**src/adc_link_defs.vh**
```
// constants for the dual-lane serial converter readout
`ifndef ADC_LINK_DEFS_VH
`define ADC_LINK_DEFS_VH
`define ADC_WORD_BITS 16
`define ADC_BIT_COUNT_W 5
`define ADC_CLK_PERIOD_PS 5000
`define ADC_CONV_TIME_NS 100
`define ADC_CONV_CYCLES ((`ADC_CONV_TIME_NS * 1000) / `ADC_CLK_PERIOD_PS)
`define ADC_MIDSCALE 16'h0000
`define ADC_POS_FULL 16'h7FFF
`define ADC_NEG_FULL 16'h8000
`define ADC_FIFO_DEPTH 8
`define ADC_FIFO_ADDR_W 3
`define ADC_SYNC_STAGES 2
`endif

```
**src/dual_adc_serial_readout.v**
```verilog
// converter side of a dual-lane clocked serial readout link
`timescale 1ns/1ps
`include "adc_link_defs.vh"
module dual_adc_serial_readout #(
  parameter WORD_BITS = `ADC_WORD_BITS,
  parameter CONV_CYCLES = `ADC_CONV_CYCLES,
  parameter FIFO_DEPTH = `ADC_FIFO_DEPTH,
  parameter FIFO_ADDR_W = `ADC_FIFO_ADDR_W
) (
  input wire ref_clk_in,
  input wire sys_rst_in,
  input wire convert_strobe_n_in,
  input wire bit_clock_in,
  input wire [WORD_BITS-1:0] odd_sample_in,
  input wire [WORD_BITS-1:0] even_sample_in,
  input wire sample_valid_in,
  output wire sample_ready_out,
  output reg echoed_bit_clock_out,
  output reg first_lane_data_out,
  output reg second_lane_data_out,
  output reg acquiring_out,
  output reg converting_out,
  output reg shifting_out,
  output reg stale_word_out,
  output reg underrun_out,
  output reg ignored_convert_out
);
  // ---------------------------------------------------------------
  // states
  // ---------------------------------------------------------------
  localparam ST_IDLE = 3'b001;
  localparam ST_CONV = 3'b010;
  localparam ST_SHIFT = 3'b100;

  // ---------------------------------------------------------------
  // pin synchronisers and edge detection
  // ---------------------------------------------------------------
  wire [1:0] pins_sync;
  reg cnv_prev_q;
  reg sck_prev_q;
  wire cnv_level;
  wire sck_level;
  wire cnv_fall;
  wire sck_rise;
  wire sck_fall;

  pin_sync #(
    .WIDTH(2)
  ) u_pin_sync (
    .ref_clk_in(ref_clk_in),
    .sys_rst_in(sys_rst_in),
    .async_in({convert_strobe_n_in, bit_clock_in}),
    .sync_out(pins_sync)
  );

  assign cnv_level = pins_sync[1];
  assign sck_level = pins_sync[0];
  assign cnv_fall = cnv_prev_q & ~cnv_level;
  assign sck_rise = ~sck_prev_q & sck_level;
  assign sck_fall = sck_prev_q & ~sck_level;

  always @(posedge ref_clk_in) begin
    if (sys_rst_in) begin
      // synchroniser resets low, so start low too: no false start after reset
      cnv_prev_q <= 1'b0;
      sck_prev_q <= 1'b0;
    end else begin
      cnv_prev_q <= cnv_level;
      sck_prev_q <= sck_level;
    end
  end

  // ---------------------------------------------------------------
  // sample buffer
  // ---------------------------------------------------------------
  wire [2*WORD_BITS-1:0] fifo_data;
  wire fifo_valid;
  wire fifo_pop;

  sample_fifo #(
    .WIDTH(2*WORD_BITS),
    .DEPTH(FIFO_DEPTH),
    .ADDR_W(FIFO_ADDR_W)
  ) u_sample_fifo (
    .ref_clk_in(ref_clk_in),
    .sys_rst_in(sys_rst_in),
    .wr_data_in({odd_sample_in, even_sample_in}),
    .wr_valid_in(sample_valid_in),
    .wr_ready_out(sample_ready_out),
    .rd_data_out(fifo_data),
    .rd_valid_out(fifo_valid),
    .rd_ready_in(fifo_pop)
  );

  // ---------------------------------------------------------------
  // conversion control
  // ---------------------------------------------------------------
  reg [2:0] state_q;
  reg [2:0] state_d;
  reg [15:0] conv_cnt_q;
  reg [`ADC_BIT_COUNT_W-1:0] bit_cnt_q;
  reg [WORD_BITS-1:0] held_odd_q;
  reg [WORD_BITS-1:0] held_even_q;
  reg held_valid_q;
  reg [WORD_BITS-1:0] shift_odd_q;
  reg [WORD_BITS-1:0] shift_even_q;
  wire start_ok;
  wire conv_done;
  wire last_bit;

  // conversions are accepted only while idle, not while converting or while the previous word is shifting
  assign start_ok = cnv_fall & (state_q == ST_IDLE);
  assign fifo_pop = start_ok & fifo_valid;
  assign conv_done = (state_q == ST_CONV) && (conv_cnt_q == 16'h0000);
  assign last_bit = (bit_cnt_q == WORD_BITS[`ADC_BIT_COUNT_W-1:0] - 1'b1);

  always @* begin
    state_d = state_q;
    case (state_q)
      ST_IDLE: begin
        if (start_ok) begin
          state_d = ST_CONV;
        end
      end
      ST_CONV: begin
        if (conv_done) begin
          state_d = ST_SHIFT;
        end
      end
      ST_SHIFT: begin
        if (sck_fall & last_bit) begin
          state_d = ST_IDLE;
        end
      end
      default: begin
        state_d = ST_IDLE;
      end
    endcase
  end

  always @(posedge ref_clk_in) begin
    if (sys_rst_in) begin
      state_q <= ST_IDLE;
      conv_cnt_q <= 16'h0000;
    end else begin
      state_q <= state_d;
      if (start_ok) begin
        conv_cnt_q <= CONV_CYCLES[15:0] - 16'h0001;
      end else if (state_q == ST_CONV) begin
        conv_cnt_q <= conv_cnt_q - 16'h0001;
      end
    end
  end

  // ---------------------------------------------------------------
  // result pipeline: one conversion of latency
  // ---------------------------------------------------------------
  always @(posedge ref_clk_in) begin
    if (sys_rst_in) begin
      held_odd_q <= `ADC_MIDSCALE;
      held_even_q <= `ADC_MIDSCALE;
      held_valid_q <= 1'b0;
      shift_odd_q <= `ADC_MIDSCALE;
      shift_even_q <= `ADC_MIDSCALE;
      stale_word_out <= 1'b1;
      underrun_out <= 1'b0;
    end else if (start_ok) begin
      // the new sample is held; the previous one goes out
      shift_odd_q <= held_odd_q;
      shift_even_q <= held_even_q;
      stale_word_out <= ~held_valid_q;
      held_valid_q <= 1'b1;
      underrun_out <= ~fifo_valid;
      if (fifo_valid) begin
        held_odd_q <= fifo_data[2*WORD_BITS-1:WORD_BITS];
        held_even_q <= fifo_data[WORD_BITS-1:0];
      end else begin
        held_odd_q <= `ADC_MIDSCALE;
        held_even_q <= `ADC_MIDSCALE;
      end
    end else if ((state_q == ST_SHIFT) & sck_fall) begin
      shift_odd_q <= {shift_odd_q[WORD_BITS-2:0], 1'b0};
      shift_even_q <= {shift_even_q[WORD_BITS-2:0], 1'b0};
    end
  end

  // ---------------------------------------------------------------
  // bit counter
  // ---------------------------------------------------------------
  always @(posedge ref_clk_in) begin
    if (sys_rst_in) begin
      bit_cnt_q <= {`ADC_BIT_COUNT_W{1'b0}};
    end else if (state_q != ST_SHIFT) begin
      bit_cnt_q <= {`ADC_BIT_COUNT_W{1'b0}};
    end else if (sck_fall) begin
      bit_cnt_q <= bit_cnt_q + 1'b1;
    end
  end

  // ---------------------------------------------------------------
  // link outputs
  // ---------------------------------------------------------------
  always @(posedge ref_clk_in) begin
    if (sys_rst_in) begin
      echoed_bit_clock_out <= 1'b0;
      first_lane_data_out <= 1'b0;
      second_lane_data_out <= 1'b0;
      acquiring_out <= 1'b0;
      converting_out <= 1'b0;
      shifting_out <= 1'b0;
      ignored_convert_out <= 1'b0;
    end else begin
      // lanes load the first bit on entering shift, then change only on echoed falling edges
      echoed_bit_clock_out <= sck_level & (state_q == ST_SHIFT);
      if (state_d == ST_SHIFT) begin
        first_lane_data_out <= (state_q == ST_SHIFT) & sck_fall ?
          shift_odd_q[WORD_BITS-2] : shift_odd_q[WORD_BITS-1];
        second_lane_data_out <= (state_q == ST_SHIFT) & sck_fall ?
          shift_even_q[WORD_BITS-2] : shift_even_q[WORD_BITS-1];
      end else begin
        first_lane_data_out <= 1'b0;
        second_lane_data_out <= 1'b0;
      end
      acquiring_out <= cnv_level & (state_q == ST_IDLE);
      converting_out <= (state_d == ST_CONV);
      shifting_out <= (state_d == ST_SHIFT);
      ignored_convert_out <= cnv_fall & (state_q != ST_IDLE);
    end
  end
endmodule // dual_adc_serial_readout

```
**src/pin_sync.v**
```verilog
// two flip-flop synchroniser for pin inputs
`timescale 1ns/1ps
module pin_sync #(
  parameter WIDTH = 1
) (
  input wire ref_clk_in,
  input wire sys_rst_in,
  input wire [WIDTH-1:0] async_in,
  output wire [WIDTH-1:0] sync_out
);
  reg [WIDTH-1:0] meta_q;
  reg [WIDTH-1:0] sync_q;

  always @(posedge ref_clk_in) begin
    if (sys_rst_in) begin
      meta_q <= {WIDTH{1'b0}};
      sync_q <= {WIDTH{1'b0}};
    end else begin
      meta_q <= async_in;
      sync_q <= meta_q;
    end
  end

  assign sync_out = sync_q;
endmodule // pin_sync

```
**src/sample_fifo.v**
```verilog
// synchronous fifo with valid/ready on both sides
`timescale 1ns/1ps
module sample_fifo #(
  parameter WIDTH = 32,
  parameter DEPTH = 8,
  parameter ADDR_W = 3
) (
  input wire ref_clk_in,
  input wire sys_rst_in,
  input wire [WIDTH-1:0] wr_data_in,
  input wire wr_valid_in,
  output wire wr_ready_out,
  output wire [WIDTH-1:0] rd_data_out,
  output wire rd_valid_out,
  input wire rd_ready_in
);
  reg [WIDTH-1:0] mem [0:DEPTH-1];
  reg [ADDR_W-1:0] wr_ptr_q;
  reg [ADDR_W-1:0] rd_ptr_q;
  reg [ADDR_W:0] count_q;
  wire push;
  wire pop;

  assign wr_ready_out = (count_q != DEPTH[ADDR_W:0]);
  assign rd_valid_out = (count_q != {(ADDR_W+1){1'b0}});
  assign push = wr_valid_in & wr_ready_out;
  assign pop = rd_ready_in & rd_valid_out;
  assign rd_data_out = mem[rd_ptr_q];

  always @(posedge ref_clk_in) begin
    if (push) begin
      mem[wr_ptr_q] <= wr_data_in;
    end
  end

  always @(posedge ref_clk_in) begin
    if (sys_rst_in) begin
      wr_ptr_q <= {ADDR_W{1'b0}};
      rd_ptr_q <= {ADDR_W{1'b0}};
      count_q <= {(ADDR_W+1){1'b0}};
    end else begin
      if (push) begin
        wr_ptr_q <= (wr_ptr_q == DEPTH[ADDR_W-1:0] - 1'b1) ? {ADDR_W{1'b0}} : wr_ptr_q + 1'b1;
      end
      if (pop) begin
        rd_ptr_q <= (rd_ptr_q == DEPTH[ADDR_W-1:0] - 1'b1) ? {ADDR_W{1'b0}} : rd_ptr_q + 1'b1;
      end
      if (push & ~pop) begin
        count_q <= count_q + 1'b1;
      end else if (pop & ~push) begin
        count_q <= count_q - 1'b1;
      end
    end
  end
endmodule // sample_fifo

```
**config.mk**
```make
export PLATFORM = sky130hd
export DESIGN_NAME = dual_adc_serial_readout
export DESIGN_NICKNAME = d
export VERILOG_FILES = /design/src/dual_adc_serial_readout.v /design/src/pin_sync.v /design/src/sample_fifo.v
export VERILOG_INCLUDE_DIRS = /design/src
export SDC_FILE = /design/constraint.sdc
export NUM_CORES = 1
export LEC_CHECK = 0
export ABC_CLOCK_PERIOD_IN_PS = 4900
export BUFFER_PORTS_ARGS = -buffer_cell sky130_fd_sc_hd__buf_2
export CORE_AREA = 2 2 183 230
export DETAILED_ROUTE_END_ITERATION = 16
export DIE_AREA = 0 0 185 232
export PLACE_DENSITY_LB_ADDON = 0.08
export SETUP_SLACK_MARGIN = 0.3
export SYNTH_ARGS = -nofsm -noshare
export SYNTH_HDL_FRONTEND = slang
export SYNTH_SLANG_ARGS = --single-unit
```
**constraint.sdc**
```tcl
create_clock -name ref_clk_in -period 4.9 [get_ports ref_clk_in]
set_clock_uncertainty 0.2 [all_clocks]
set_input_delay 0.245 -clock ref_clk_in [delete_from_list [all_inputs] [get_ports ref_clk_in]]
set_output_delay 0.245 -clock ref_clk_in [all_outputs]
set_load 0.005 [all_outputs]
```
==> results of run 1 <==
## worst min-delay path: stages
cell	delay [ns]
buf_2	0.09
nand2_1	0.20
nand2_1	0.15
a21oi_1	0.06
## sequential cells by signal, summed over array words and instances, names as in the netlist, 3 cells and up, named ones only
signal and count:
bit_cnt_q 5, conv_cnt_q 16, held_even_q 16, held_odd_q 16
shift_even_q 16, shift_odd_q 16, state_q 3, u_sample_fifo.count_q 4
u_sample_fifo.mem 256, u_sample_fifo.rd_ptr_q 3, u_sample_fifo.wr_ptr_q 3
## final cells by class
type / count / area share, %
diodes: 2 / 0.0299
clock buffers: 53 / 6.65
clock inverters: 21 / 1.06
inverters: 8 / 0.180
multi-input cells: 401 / 23.7
flip-flops and latches: 373 / 60.0
well taps: 552 / 4.13
repair buffers: 98 / 4.24
## synth_stat cells (all sizes together), types with 3 or more instances
library cell  number
nand3              8
nand2b             5
or4                5
o31ai              4
mux2i             34
dfxtp            117
buf               17
nor2              60
a211oi            30
mux2              33
nand2             22
clkbuf            29
nand4              4
nor2b             10
nor3               7
inv                8
xor2               9
mux4              64
edfxtp           256
nor3b              4
or3                6
nor4               3
xnor2              4
a21oi             20
o21ai              5
ha                11
a22o              32
## final timing paths
check / from / to / slack (ns) / cells after the start
setup / recovery: u_sample_fifo.count_q[0] / u_sample_fifo.count_q[3] / 1.56 / 10
hold / removal: sample_valid_in / u_sample_fifo.wr_ptr_q[2] / 0.08 / 4
setup reg to reg: u_sample_fifo.count_q[0] / u_sample_fifo.count_q[3] / 1.56 / 10
hold reg to reg: u_pin_sync.meta_q[0] / u_pin_sync.sync_out[0] / 0.24 / 1
## power by group through the flow
stage | clock network [mW] | registers [mW] | logic (mW)
CTS | 3.04 | 3.59 | 0.555
finish | 2.93 | 3.59 | 0.536
floorplan | 0 | 3.65 | 0.332
global placement | 0 | 3.65 | 0.504
global route | 3.16 | 3.61 | 0.596
detailed placement | 0 | 3.66 | 0.528
## routing by layer
metal	wire, um	vias up
met5	13	-
met4	819	2
met3	1230	57
met2	15500	138
met1	13300	3860
li1	-	3447
## stage by stage
stage	hold slack [ns]	setup WS, ns	total power [mW]	cells
3_3_place_gp	0.231	1.69	4.15	1397
5_1_grt	0.0930	1.32	7.36	1508
3_5_place_dp	0.226	1.59	4.19	1397
2_1_floorplan	0.144	0.404	3.98	828
6_report	0.0753	1.56	7.06	1508
4_1_cts	0.0226	1.56	7.19	1506
## cells by family (layout without fill, tap and decap cells)
logic type | count (synthesis) | in the layout | share of synthesized area, %
AOI/OAI and AO/OA | 100 | 100 | 5.24
xor gates and xnor gates | 13 | 13 | 0.805
adders and majority gates | 12 | 12 | 1.11
buffers and inverters | 54 | 180 | 1.57
DFF | 373 | 373 | 70.9
muxes | 131 | 131 | 15.2
other | 0 | 2 | 0
and+or+nand+nor | 145 | 145 | 5.16
==> out/metrics.yaml, run 1 <==
run_status:
  run_status: "completed"
global_routing:
  use_met1_pct: 18.6
  grt_max_degree: 69
  grt_usage_pct: 14.9
  grt_use_met2_pct: 25.8
  overflow: 0
  grt_busiest_layer: "met2"
  met3_usage_pct: 2.82
  grt_pass1_vias: 7959
  grt_pass1_wl_mm: 47.5
  antenna_found_initial: 3
synth:
  synth-main-ff-cell: "edfxtp_1"
  synth_nets: 877
  ys_warn_count: 0
  ys_seq_area_share_pct: 70.9
  synth_edf_count: 256
  yosysTopAreaCellShare_pct: 54.3
  netlist_instances: 828
  synth.ff_latch_count: 373
  yosysTopAreaCell: "edfxtp_1"
  synth_area_um2: 14100
  synth.area.top_cells: "edfxtp_1, dfxtp_1, mux4_2"
  avgSynthCellArea_um2: 17.1
  synthArstFlopShare_pct: 0
  ys_types: 49
sta:
  totalNegativeSetupSlack_ns: 0
  rsz0062_at_grt: "no"
  finalSetupViolCount: 0
  fmax_ghz: 0.300
  tightest_slew_ns: 1.07
  fin_crit_sh_pct: 68.1
  hold_viol_final: 0
  relSlewSlack_pct: 28.7
  maxSlewViolCount: 0
  fin_crit_ns: 3.34
floorplanning:
  die_area_um2: 42900
  rows: 83
  core_um2: 40700
  start_util_pct: 34.8
  die_h_um: 232
  die_width_um: 185
  design.portCount: 47
clock_network:
  htreeDepth: 2
  clk_latency_ns: 0.53
  cts.sinks: 373
  post_cts_resized: 0
  clk_pin_slew_ns: 0.06
  numCtsBuffers: 40
  cts_setup_buffers: 0
  ctsHoldBuffers: 35
  cts_tree: "done"
  cts-root-buf: "clkbuf_16"
  clk_path_buf_depth: 3
worst_setup_path:
  cp_top_family: "simple AND/OR/NAND/NOR gates"
  crit_type: "register to register"
  critPathCaptureType: "register"
  cp_max_fo: 9
  crit_path_max_incr_delay_ns: 0.71
  worstPathArrival_ns: 3.56
  cpMaxStageDelayCell: "or4b_2"
  cp.buffers_inverters: 2
  required_ns: 5.12
  crit_chain: "or4b_2 > nand2_1 > inv_1 > ha_1 > inv_1 > ha_1 > a21oi_1 > a211oi_1 > a31oi_1 > mux2_2"
  setup.worst_path.start_class: "register"
place:
  placed_area_um2: 15100
  dp_hpwl_mm: 16.6
  finalWeightedCongestion: 0.729
  port_buffers: 46
pwr:
  switching_share_pct: 21.9
  irDropWorstVdd_mv: 0.215
  pwr_density_cell_nw_per_um2: 422
  intPower_mw: 5.52
  clockPowerShare_pct: 41.5
  p_seq_share_pct: 50.9
  leakage_nw: 5.76
  power.switching_mw: 1.54
  combPwrFrac_pct: 7.6
drt:
  drtIter0Drc: 354
  via_count: 7504
  via_per_inst: 4.98
  ant_nets: 0
  wire_per_inst_um: 20.5
  drc_errors: 0
  wl_mm: 30.9
  firstDrtPassIters: 5
layout:
  fillers: 3736
  final_nets: 971
  register_area_um2: 10000
  final_core_util_pct: 41.1
  mostFrequentLayoutCells: "edfxtp_1, dfxtp_1, mux4_2, nor2_1, buf_2"
  multi_input_area_um2: 3960
  drive_gt1_share_pct: 25.4
  mostFrequentLayoutCell: "edfxtp_1"
  fin_area_um2: 16700
  area_delta_synth_final_pct: 18.2
job:
  drv_cap: 0
worst_hold_path:
  hp-class: "primary input to register"
Note: power is estimated with default switching activity, not from simulation.
==> run 2: changes to the inputs <==
--- a/config.mk
+++ b/config.mk
@@ -6,7 +6,7 @@
 export SDC_FILE = /design/constraint.sdc
 export NUM_CORES = 1
 export LEC_CHECK = 0
-export ABC_CLOCK_PERIOD_IN_PS = 4900
+export ABC_CLOCK_PERIOD_IN_PS = 3300
 export BUFFER_PORTS_ARGS = -buffer_cell sky130_fd_sc_hd__buf_2
 export CORE_AREA = 2 2 183 230
 export DETAILED_ROUTE_END_ITERATION = 16
==> constraint.sdc (replaced) <==
create_clock -name ref_clk_in -period 3.3 [get_ports ref_clk_in]
set_clock_uncertainty 0.2 [all_clocks]
set_input_delay 0.165 -clock ref_clk_in [delete_from_list [all_inputs] [get_ports ref_clk_in]]
set_output_delay 0.165 -clock ref_clk_in [all_outputs]
set_load 0.005 [all_outputs]
==> run 2 against run 1 <==
Combinational power rose by 56%. Global-route usage fell by 0.44 points. Clock-buffer cell count grew 5. Cell count grew 0.73%. Final area grew 1.1%. Worst setup slack worse by 1.1 ns. Flip-flop and latch count did not move. Hold slack better by 0.14 ns. Utilization up 0.47 points. Critical endpoint unchanged.
==> out/metrics.yaml, run 2 (same netlist as run 1, synthesis figures left out) <==
floorplanning:
  start_util_pct: 34.8  # unchanged
  rows: 83  # unchanged
  design.portCount: 47  # unchanged
  die_h_um: 232  # unchanged
  die_width_um: 185  # unchanged
  die_area_um2: 42900  # unchanged
  core_um2: 40700  # unchanged
place:
  placed_area_um2: 15200  # +0.79%
  port_buffers: 46  # unchanged
  finalWeightedCongestion: 0.765  # +5.0%
  placed_cells: 1406  # +0.64%
  dp_hpwl_mm: 17.0  # +2.3%
worst_setup_path:
  worstPathArrival_ns: 3.11  # -0.45 ns
  cpMaxStageDelayCell: "or4b_2"
  crit_type: "register to register"
  crit_chain: "or4b_2 > nand2_1 > inv_1 > ha_1 > inv_2 > ha_4 > a21oi_2 > a211oi_1 > a31oi_1 > mux2_2"
  setup.worst_path.start_class: "register"
  cp_max_fo: 5  # -4
  critPathCaptureType: "register"
  required_ns: 3.52  # -1.60 ns
  crit_path_max_incr_delay_ns: 0.69  # -0.02 ns
  cp.buffers_inverters: 2  # unchanged
  cp_top_family: "simple AND/OR/NAND/NOR gates"
clock_network:
  htreeDepth: 2  # unchanged
  cts_setup_buffers: 0  # unchanged
  cts_tree: "done"
  cts-root-buf: "clkbuf_16"
  clk_pin_slew_ns: 0.06  # about the same
  numCtsBuffers: 41  # +2.5%
  clk_latency_ns: 0.55  # +0.02 ns
  cts.sinks: 373  # unchanged
  clk_path_buf_depth: 3  # unchanged
drt:
  drc_errors: 0  # unchanged
  wire_per_inst_um: 19.7  # -3.7%
  ant_nets: 0  # unchanged
  drtIter0Drc: 305  # -14%
  firstDrtPassIters: 4  # -1
  via_per_inst: 4.93  # -0.96%
  wl_mm: 30.0  # -3.0%
  via_count: 7486  # -0.24%
sta:
  fmax_ghz: 0.347  # +16%
  rsz0062_at_grt: "no"
  maxSlewViolCount: 0  # unchanged
  fin_crit_ns: 2.88  # -0.453 ns
  fin_crit_sh_pct: 87.4  # +19 points
  finalSetupViolCount: 0  # unchanged
  totalNegativeSetupSlack_ns: 0  # unchanged
  hold_viol_final: 0  # unchanged
  tightest_slew_ns: 0.637  # -0.429 ns
  relSlewSlack_pct: 57.5  # +29 points
global_routing:
  grt_use_met2_pct: 25.9  # +0.13 points
  grt_usage_pct: 14.5  # -0.44 points
  grt_max_degree: 65  # -5.8%
  use_met1_pct: 17.6  # -1.1 points
  overflow: 0  # unchanged
  grt_busiest_layer: "met2"
  grt_pass1_wl_mm: 46.7  # -1.9%
  antenna_found_initial: 1  # -2
  grt_pass1_vias: 8029  # +0.88%
  met3_usage_pct: 2.57  # -0.25 points
layout:
  drive_gt1_share_pct: 26.5  # +1.1 points
  area_delta_synth_final_pct: 19.5
  fin_area_um2: 16900  # +1.1%
  antenna_cells: 0  # -2
  register_area_um2: 10000  # about the same
  mostFrequentLayoutCell: "edfxtp_1"
  largest_reg_flops: 256  # unchanged
  regMostFlops: "u_sample_fifo.mem"
  final_nets: 984  # +1.3%
  mostFrequentLayoutCells: "edfxtp_1, dfxtp_1, mux4_2, nor2_1, buf_2"
  multi_input_area_um2: 3990  # +0.79%
  fillers: 3753  # +0.46%
  final_core_util_pct: 41.5  # +0.47 points
  instances_no_fill: 1519  # +0.73%
job:
  drv_cap: 0  # unchanged
run_status:
  run_status: "completed"
pwr:
  p_seq_share_pct: 50.4  # -0.5 points
  intPower_mw: 8.25  # +49%
  irDropWorstVdd_mv: 0.399  # +86%
  switching_share_pct: 22.1  # +0.29 points
  leakage_nw: 5.84  # +1.3%
  clockPowerShare_pct: 41.7  # +0.2 points
  pwr_density_cell_nw_per_um2: 626  # +48%
  combPwrFrac_pct: 7.9  # +0.3 points
  power.switching_mw: 2.34  # +52%
worst_hold_path:
  hp-class: "primary input to register"
-- run 2: cell types whose count changed in the layout (fill, tap and decap cells not counted), moves of 3 or more --
cell           change
dlygate4sd3_1      +3
buf_12             +3
buf_4              +6
clkbuf_1           +3
clkinv_1           -3
-- run 2: worst paths after layout --
kind,depth (start not counted),start,end,slack (ns)
worst max-delay path,10,u_sample_fifo.count_q[0],u_sample_fifo.count_q[3],0.42
worst min register to register,1,u_pin_sync.meta_q[0],u_pin_sync.sync_out[0],0.24
worst min-delay path,2,even_sample_in[11],u_sample_fifo.mem[6][11],0.22
worst max register to register,10,u_sample_fifo.count_q[0],u_sample_fifo.count_q[3],0.42
-- run 2: final cells by class --
cell class                 count  share of cell area (%)
clock buffer                  58                    6.87
clock inverter                17                   0.918
inverter                       8                   0.178
multi-input combinational    401                    23.6
sequential                   373                    59.4
tap                          552                    4.08
timing repair buffer         110                    4.99
-- run 2: metrics by stage --
| step | setup slack, ns | total power [mW] | hold WS (ns) |
|---|---|---|---|
| floorplan | -0.360 | 5.91 | 0.0639 |
| global placement | 0.349 | 6.19 | 0.190 |
| detailed placement | 0.261 | 6.24 | 0.216 |
| CTS | 0.334 | 10.8 | 0.195 |
| global route | 0.319 | 11.0 | 0.220 |
| finish | 0.415 | 10.6 | 0.220 |
-- run 2: repair_timing --
item                                    in CTS  in global routing
pin swaps                                    0                  1
gates resized for setup                      2                  3
endpoints found under the hold margin      266                  0
endpoints found under the setup margin       1                  1
hold buffers                                38                  0
-- run 2: power by group through the flow --
stage / registers [mW] / logic, mW / clock network [mW]
floorplan: 5.41 / 0.496 / 0
global placement: 5.42 / 0.776 / 0
finish: 5.34 / 0.838 / 4.41
CTS: 5.34 / 0.854 / 4.56
detailed placement: 5.44 / 0.807 / 0
global route: 5.37 / 0.929 / 4.73
-- run 2: worst register-to-register path: cells and delay by family (launching register included) --
| kind | cells | cell delay (ns) |
|---|---|---|
| adder cells (fa/ha/maj) | 2 | 0.44 |
| buffers and inverters | 2 | 0.20 |
| AND/OR/NAND/NOR | 2 | 0.80 |
| AO/OA/AOI/OAI | 3 | 0.43 |
| flip-flops | 1 | 0.35 |
| multiplexers | 1 | 0.36 |
-- run 2: routing by layer --
metal	up-vias	share of wire (%)
met5	-	0.040
met4	2	2.3
met3	55	3.2
met2	114	52
met1	3841	42
li1	3474	-
==> run 3: changes to the inputs <==
--- a/config.mk
+++ b/config.mk
@@ -6,11 +6,13 @@
 export SDC_FILE = /design/constraint.sdc
 export NUM_CORES = 1
 export LEC_CHECK = 0
+export ABC_AREA = 1
 export ABC_CLOCK_PERIOD_IN_PS = 3300
 export BUFFER_PORTS_ARGS = -buffer_cell sky130_fd_sc_hd__buf_2
-export CORE_AREA = 2 2 183 230
+export CORE_AREA = 2 2 187 235
 export DETAILED_ROUTE_END_ITERATION = 16
-export DIE_AREA = 0 0 185 232
+export DIE_AREA = 0 0 189 237
+export MAX_ROUTING_LAYER = met4
 export PLACE_DENSITY_LB_ADDON = 0.08
 export SETUP_SLACK_MARGIN = 0.3
 export SYNTH_ARGS = -nofsm -noshare
==> run 3 against run 2 <==
Largest power group unchanged. Clock-buffer cell count decreased by 6. Cell count increased by 32%. Synthesized cell count increased by 61%. Largest cell class unchanged.
==> out/metrics.yaml, run 3 <==
sta:
  relSlewSlack_pct: 48.4  # -9.2 points
  finalSetupViolCount: 0  # unchanged
  fin_crit_sh_pct: 72.3  # -15 points
  fin_crit_ns: 2.39  # -0.499 ns
  totalNegativeSetupSlack_ns: 0  # unchanged
  fmax_ghz: 0.419  # +21%
  rsz0062_at_grt: "no"
  hold_viol_final: 0  # unchanged
  tightest_slew_ns: 0.775  # +0.138 ns
  maxSlewViolCount: 0  # unchanged
floorplanning:
  start_util_pct: 34.7  # -0.095 points
  design.portCount: 47  # unchanged
  die_area_um2: 44800  # +4.4%
  core_um2: 42600  # +4.8%
  die_width_um: 189  # +2.2%
  rows: 85  # +2.4%
  die_h_um: 237  # +2.2%
clock_network:
  clk_latency_ns: 0.56  # about the same
  cts_setup_buffers: 0  # unchanged
  cts.sinks: 373  # unchanged
  cts_tree: "done"
  post_cts_resized: 0  # -2
  numCtsBuffers: 41  # unchanged
  clk_path_buf_depth: 3  # unchanged
  cts-root-buf: "clkbuf_16"
  clk_pin_slew_ns: 0.06  # about the same
  htreeDepth: 2  # unchanged
place:
  dp_hpwl_mm: 19.5  # +15%
  port_buffers: 46  # unchanged
  finalWeightedCongestion: 0.731  # -4.5%
  placed_cells: 1891  # +34%
worst_setup_path:
  path_common_cell: "nand2_1"
  cpMaxStageDelayCell: "dfxtp_1"
  crit_chain: "nor2_1 > nand2_1 > o21ai_2 > ha_1 > inv_1 > ha_1 > a21oi_1 > nand2_1 > xor2_1 > nand2_1 > a21oi_1"
  cp_max_fo: 6  # +1
  worstPathArrival_ns: 2.61  # -0.50 ns
  crit_path_max_incr_delay_ns: 0.35  # -0.34 ns
  crit_type: "register to register"
  required_ns: 3.52  # about the same
  setup.worst_path.start_class: "register"
  cp_top_family: "adder cells"
  cp.buffers_inverters: 1  # -1
  critPathCaptureType: "register"
global_routing:
  grt_max_degree: 129  # +98%
  grt_usage_pct: 16.7  # +2.3 points
  grt_use_met2_pct: 28.2  # +2.2 points
  grt_pass1_wl_mm: 56.0  # +20%
  overflow: 0  # unchanged
  antenna_found_initial: 0  # -1
  grt_pass1_vias: 9645  # +20%
  met3_usage_pct: 2.42  # -0.16 points
  use_met1_pct: 20.6  # +3.1 points
  grt_busiest_layer: "met2"
layout:
  mostFrequentLayoutCells: "edfxtp_1, nor2_1, nand2_1, o21ai_0, dfxtp_1"
  fillers: 4166  # +11%
  area_delta_synth_final_pct: 17.8
  instances_no_fill: 2003  # +32%
  drive_gt1_share_pct: 12.9  # -14 points
  largest_reg_flops: 256  # unchanged
  regMostFlops: "u_sample_fifo.mem"
  final_nets: 1456  # +48%
  mostFrequentLayoutCell: "edfxtp_1"
  antenna_cells: 0  # unchanged
job:
  drv_cap: 0  # unchanged
worst_hold_path:
  hp-class: "register to register"
drt:
  via_per_inst: 4.84  # -1.7%
  wire_per_inst_um: 17.7  # -10%
  via_count: 9699  # +30%
  ant_nets: 0  # unchanged
  firstDrtPassIters: 4  # unchanged
  drc_errors: 0  # unchanged
  drtIter0Drc: 623  # +100%
  wl_mm: 35.5  # +18%
synth:
  synthArstFlopShare_pct: 0  # unchanged
  synth_nets: 1379  # +57%
  synth.ff_latch_count: 373  # unchanged
  synth_area_um2: 14800  # +4.5%
  netlist_instances: 1330  # +61%
  synth_edf_count: 256  # unchanged
  synth.area.top_cells: "edfxtp_1, dfxtp_1, nor2_1"
  avgSynthCellArea_um2: 11.1  # -35%
  ys_warn_count: 0  # unchanged
  yosysTopAreaCellShare_pct: 52.0  # -2.3 points
  synth-main-ff-cell: "edfxtp_1"
  ys_types: 39  # -20%
  synth_most_common_cell: "edfxtp_1"
  yosysTopAreaCell: "edfxtp_1"
  synth_commonest_cells: "edfxtp_1, nor2_1, nand2_1"
  ys_seq_area_share_pct: 67.9  # -3.0 points
pwr:
  pwr_density_cell_nw_per_um2: 609  # -2.7%
  irDropWorstVdd_mv: 0.405  # +1.6%
  leakage_nw: 5.97  # +2.3%
run_status:
  run_status: "completed"
run 3: cell count changes after synthesis, moves of 20 or more:
cell,before,now
nor2_1,60,253
o21ai_0,5,133
nand2_1,22,144
o211ai_1,1,73
mux4_2,64,0
inv_1,8,69
nand3_1,8,51
o21ai_1,0,37
mux2i_1,34,0
mux2_2,33,0
a22o_1,32,0
a211oi_1,30,0
a21oi_1,19,39
run 3: routing by layer:
metal | up-vias | wire, um
met3 | 64 | 1120
met4 | 0 | 841
met5 | - | 0
li1 | 4806 | -
met2 | 131 | 17700
met1 | 4698 | 15800
run 3: repair_timing:
| item | in CTS | in global routing |
|---|---|---|
| endpoints found under the hold margin | 278 | 0 |
| hold buffers | 38 | 0 |
| endpoints found under the setup margin | 0 | 0 |
run 3: tightest hold or removal path: stages (launching register included):
cell,delay [ns]
dfxtp_1,0.30
inv_1,0.04
nor2_1,0.03
run 3: path summary, 6_finish.rpt:
path	from	to	slack, ns	cells after the start
worst max register to register	u_sample_fifo.count_q[0]	u_sample_fifo.count_q[3]	0.91	11
worst max-delay path	u_sample_fifo.count_q[0]	u_sample_fifo.count_q[3]	0.91	11
worst min-delay path	u_pin_sync.meta_q[1]	u_pin_sync.sync_out[1]	0.21	2
worst min register to register	u_pin_sync.meta_q[1]	u_pin_sync.sync_out[1]	0.21	2
run 3: per-stage QoR:
step	hold slack (ns)	utilization (%)	instance area, um2	power, mW	setup WS (ns)
4_1_cts	0.182	40.8	17400	10.8	0.899
6_report	0.209	40.8	17400	10.6	0.914
5_1_grt	0.202	40.8	17400	11.1	0.731
3_5_place_dp	0.178	36.9	15700	6.22	0.918
3_3_place_gp	0.172	36.9	15700	6.21	0.910
2_1_floorplan	0.0639	-	14800	5.92	0.476
run 3: power by group:
part	total [mW]	internal, mW	leakage [nW]	switching, mW
combinational	0.857	0.275	2.06	0.582
clock	4.47	2.63	0.637	1.84
sequential	5.28	5.21	3.27	0.0693
run 3: logic make-up (layout without fill, tap and decap cells):
logic type / after synthesis / in the layout / share of synthesized area, %
xor gates and xnor gates: 6 / 6 / 0.356
DFF: 373 / 373 / 67.9
and+or+nand+nor: 472 / 472 / 13.1
AOI/OAI and AO/OA: 316 / 316 / 13.2
adders and majority gates: 12 / 12 / 1.07
buffers and inverters: 151 / 259 / 4.36
run 3: layout make-up:
class / instances / area [um2] / area share [%]
sequential: 373 / 10000 / 57.7
multi-input combinational: 806 / 4170 / 24.0
clock buffer: 52 / 1120 / 6.43
timing repair buffer: 108 / 891 / 5.12
tap: 565 / 707 / 4.06
inverter: 77 / 293 / 1.68
clock inverter: 22 / 190 / 1.09
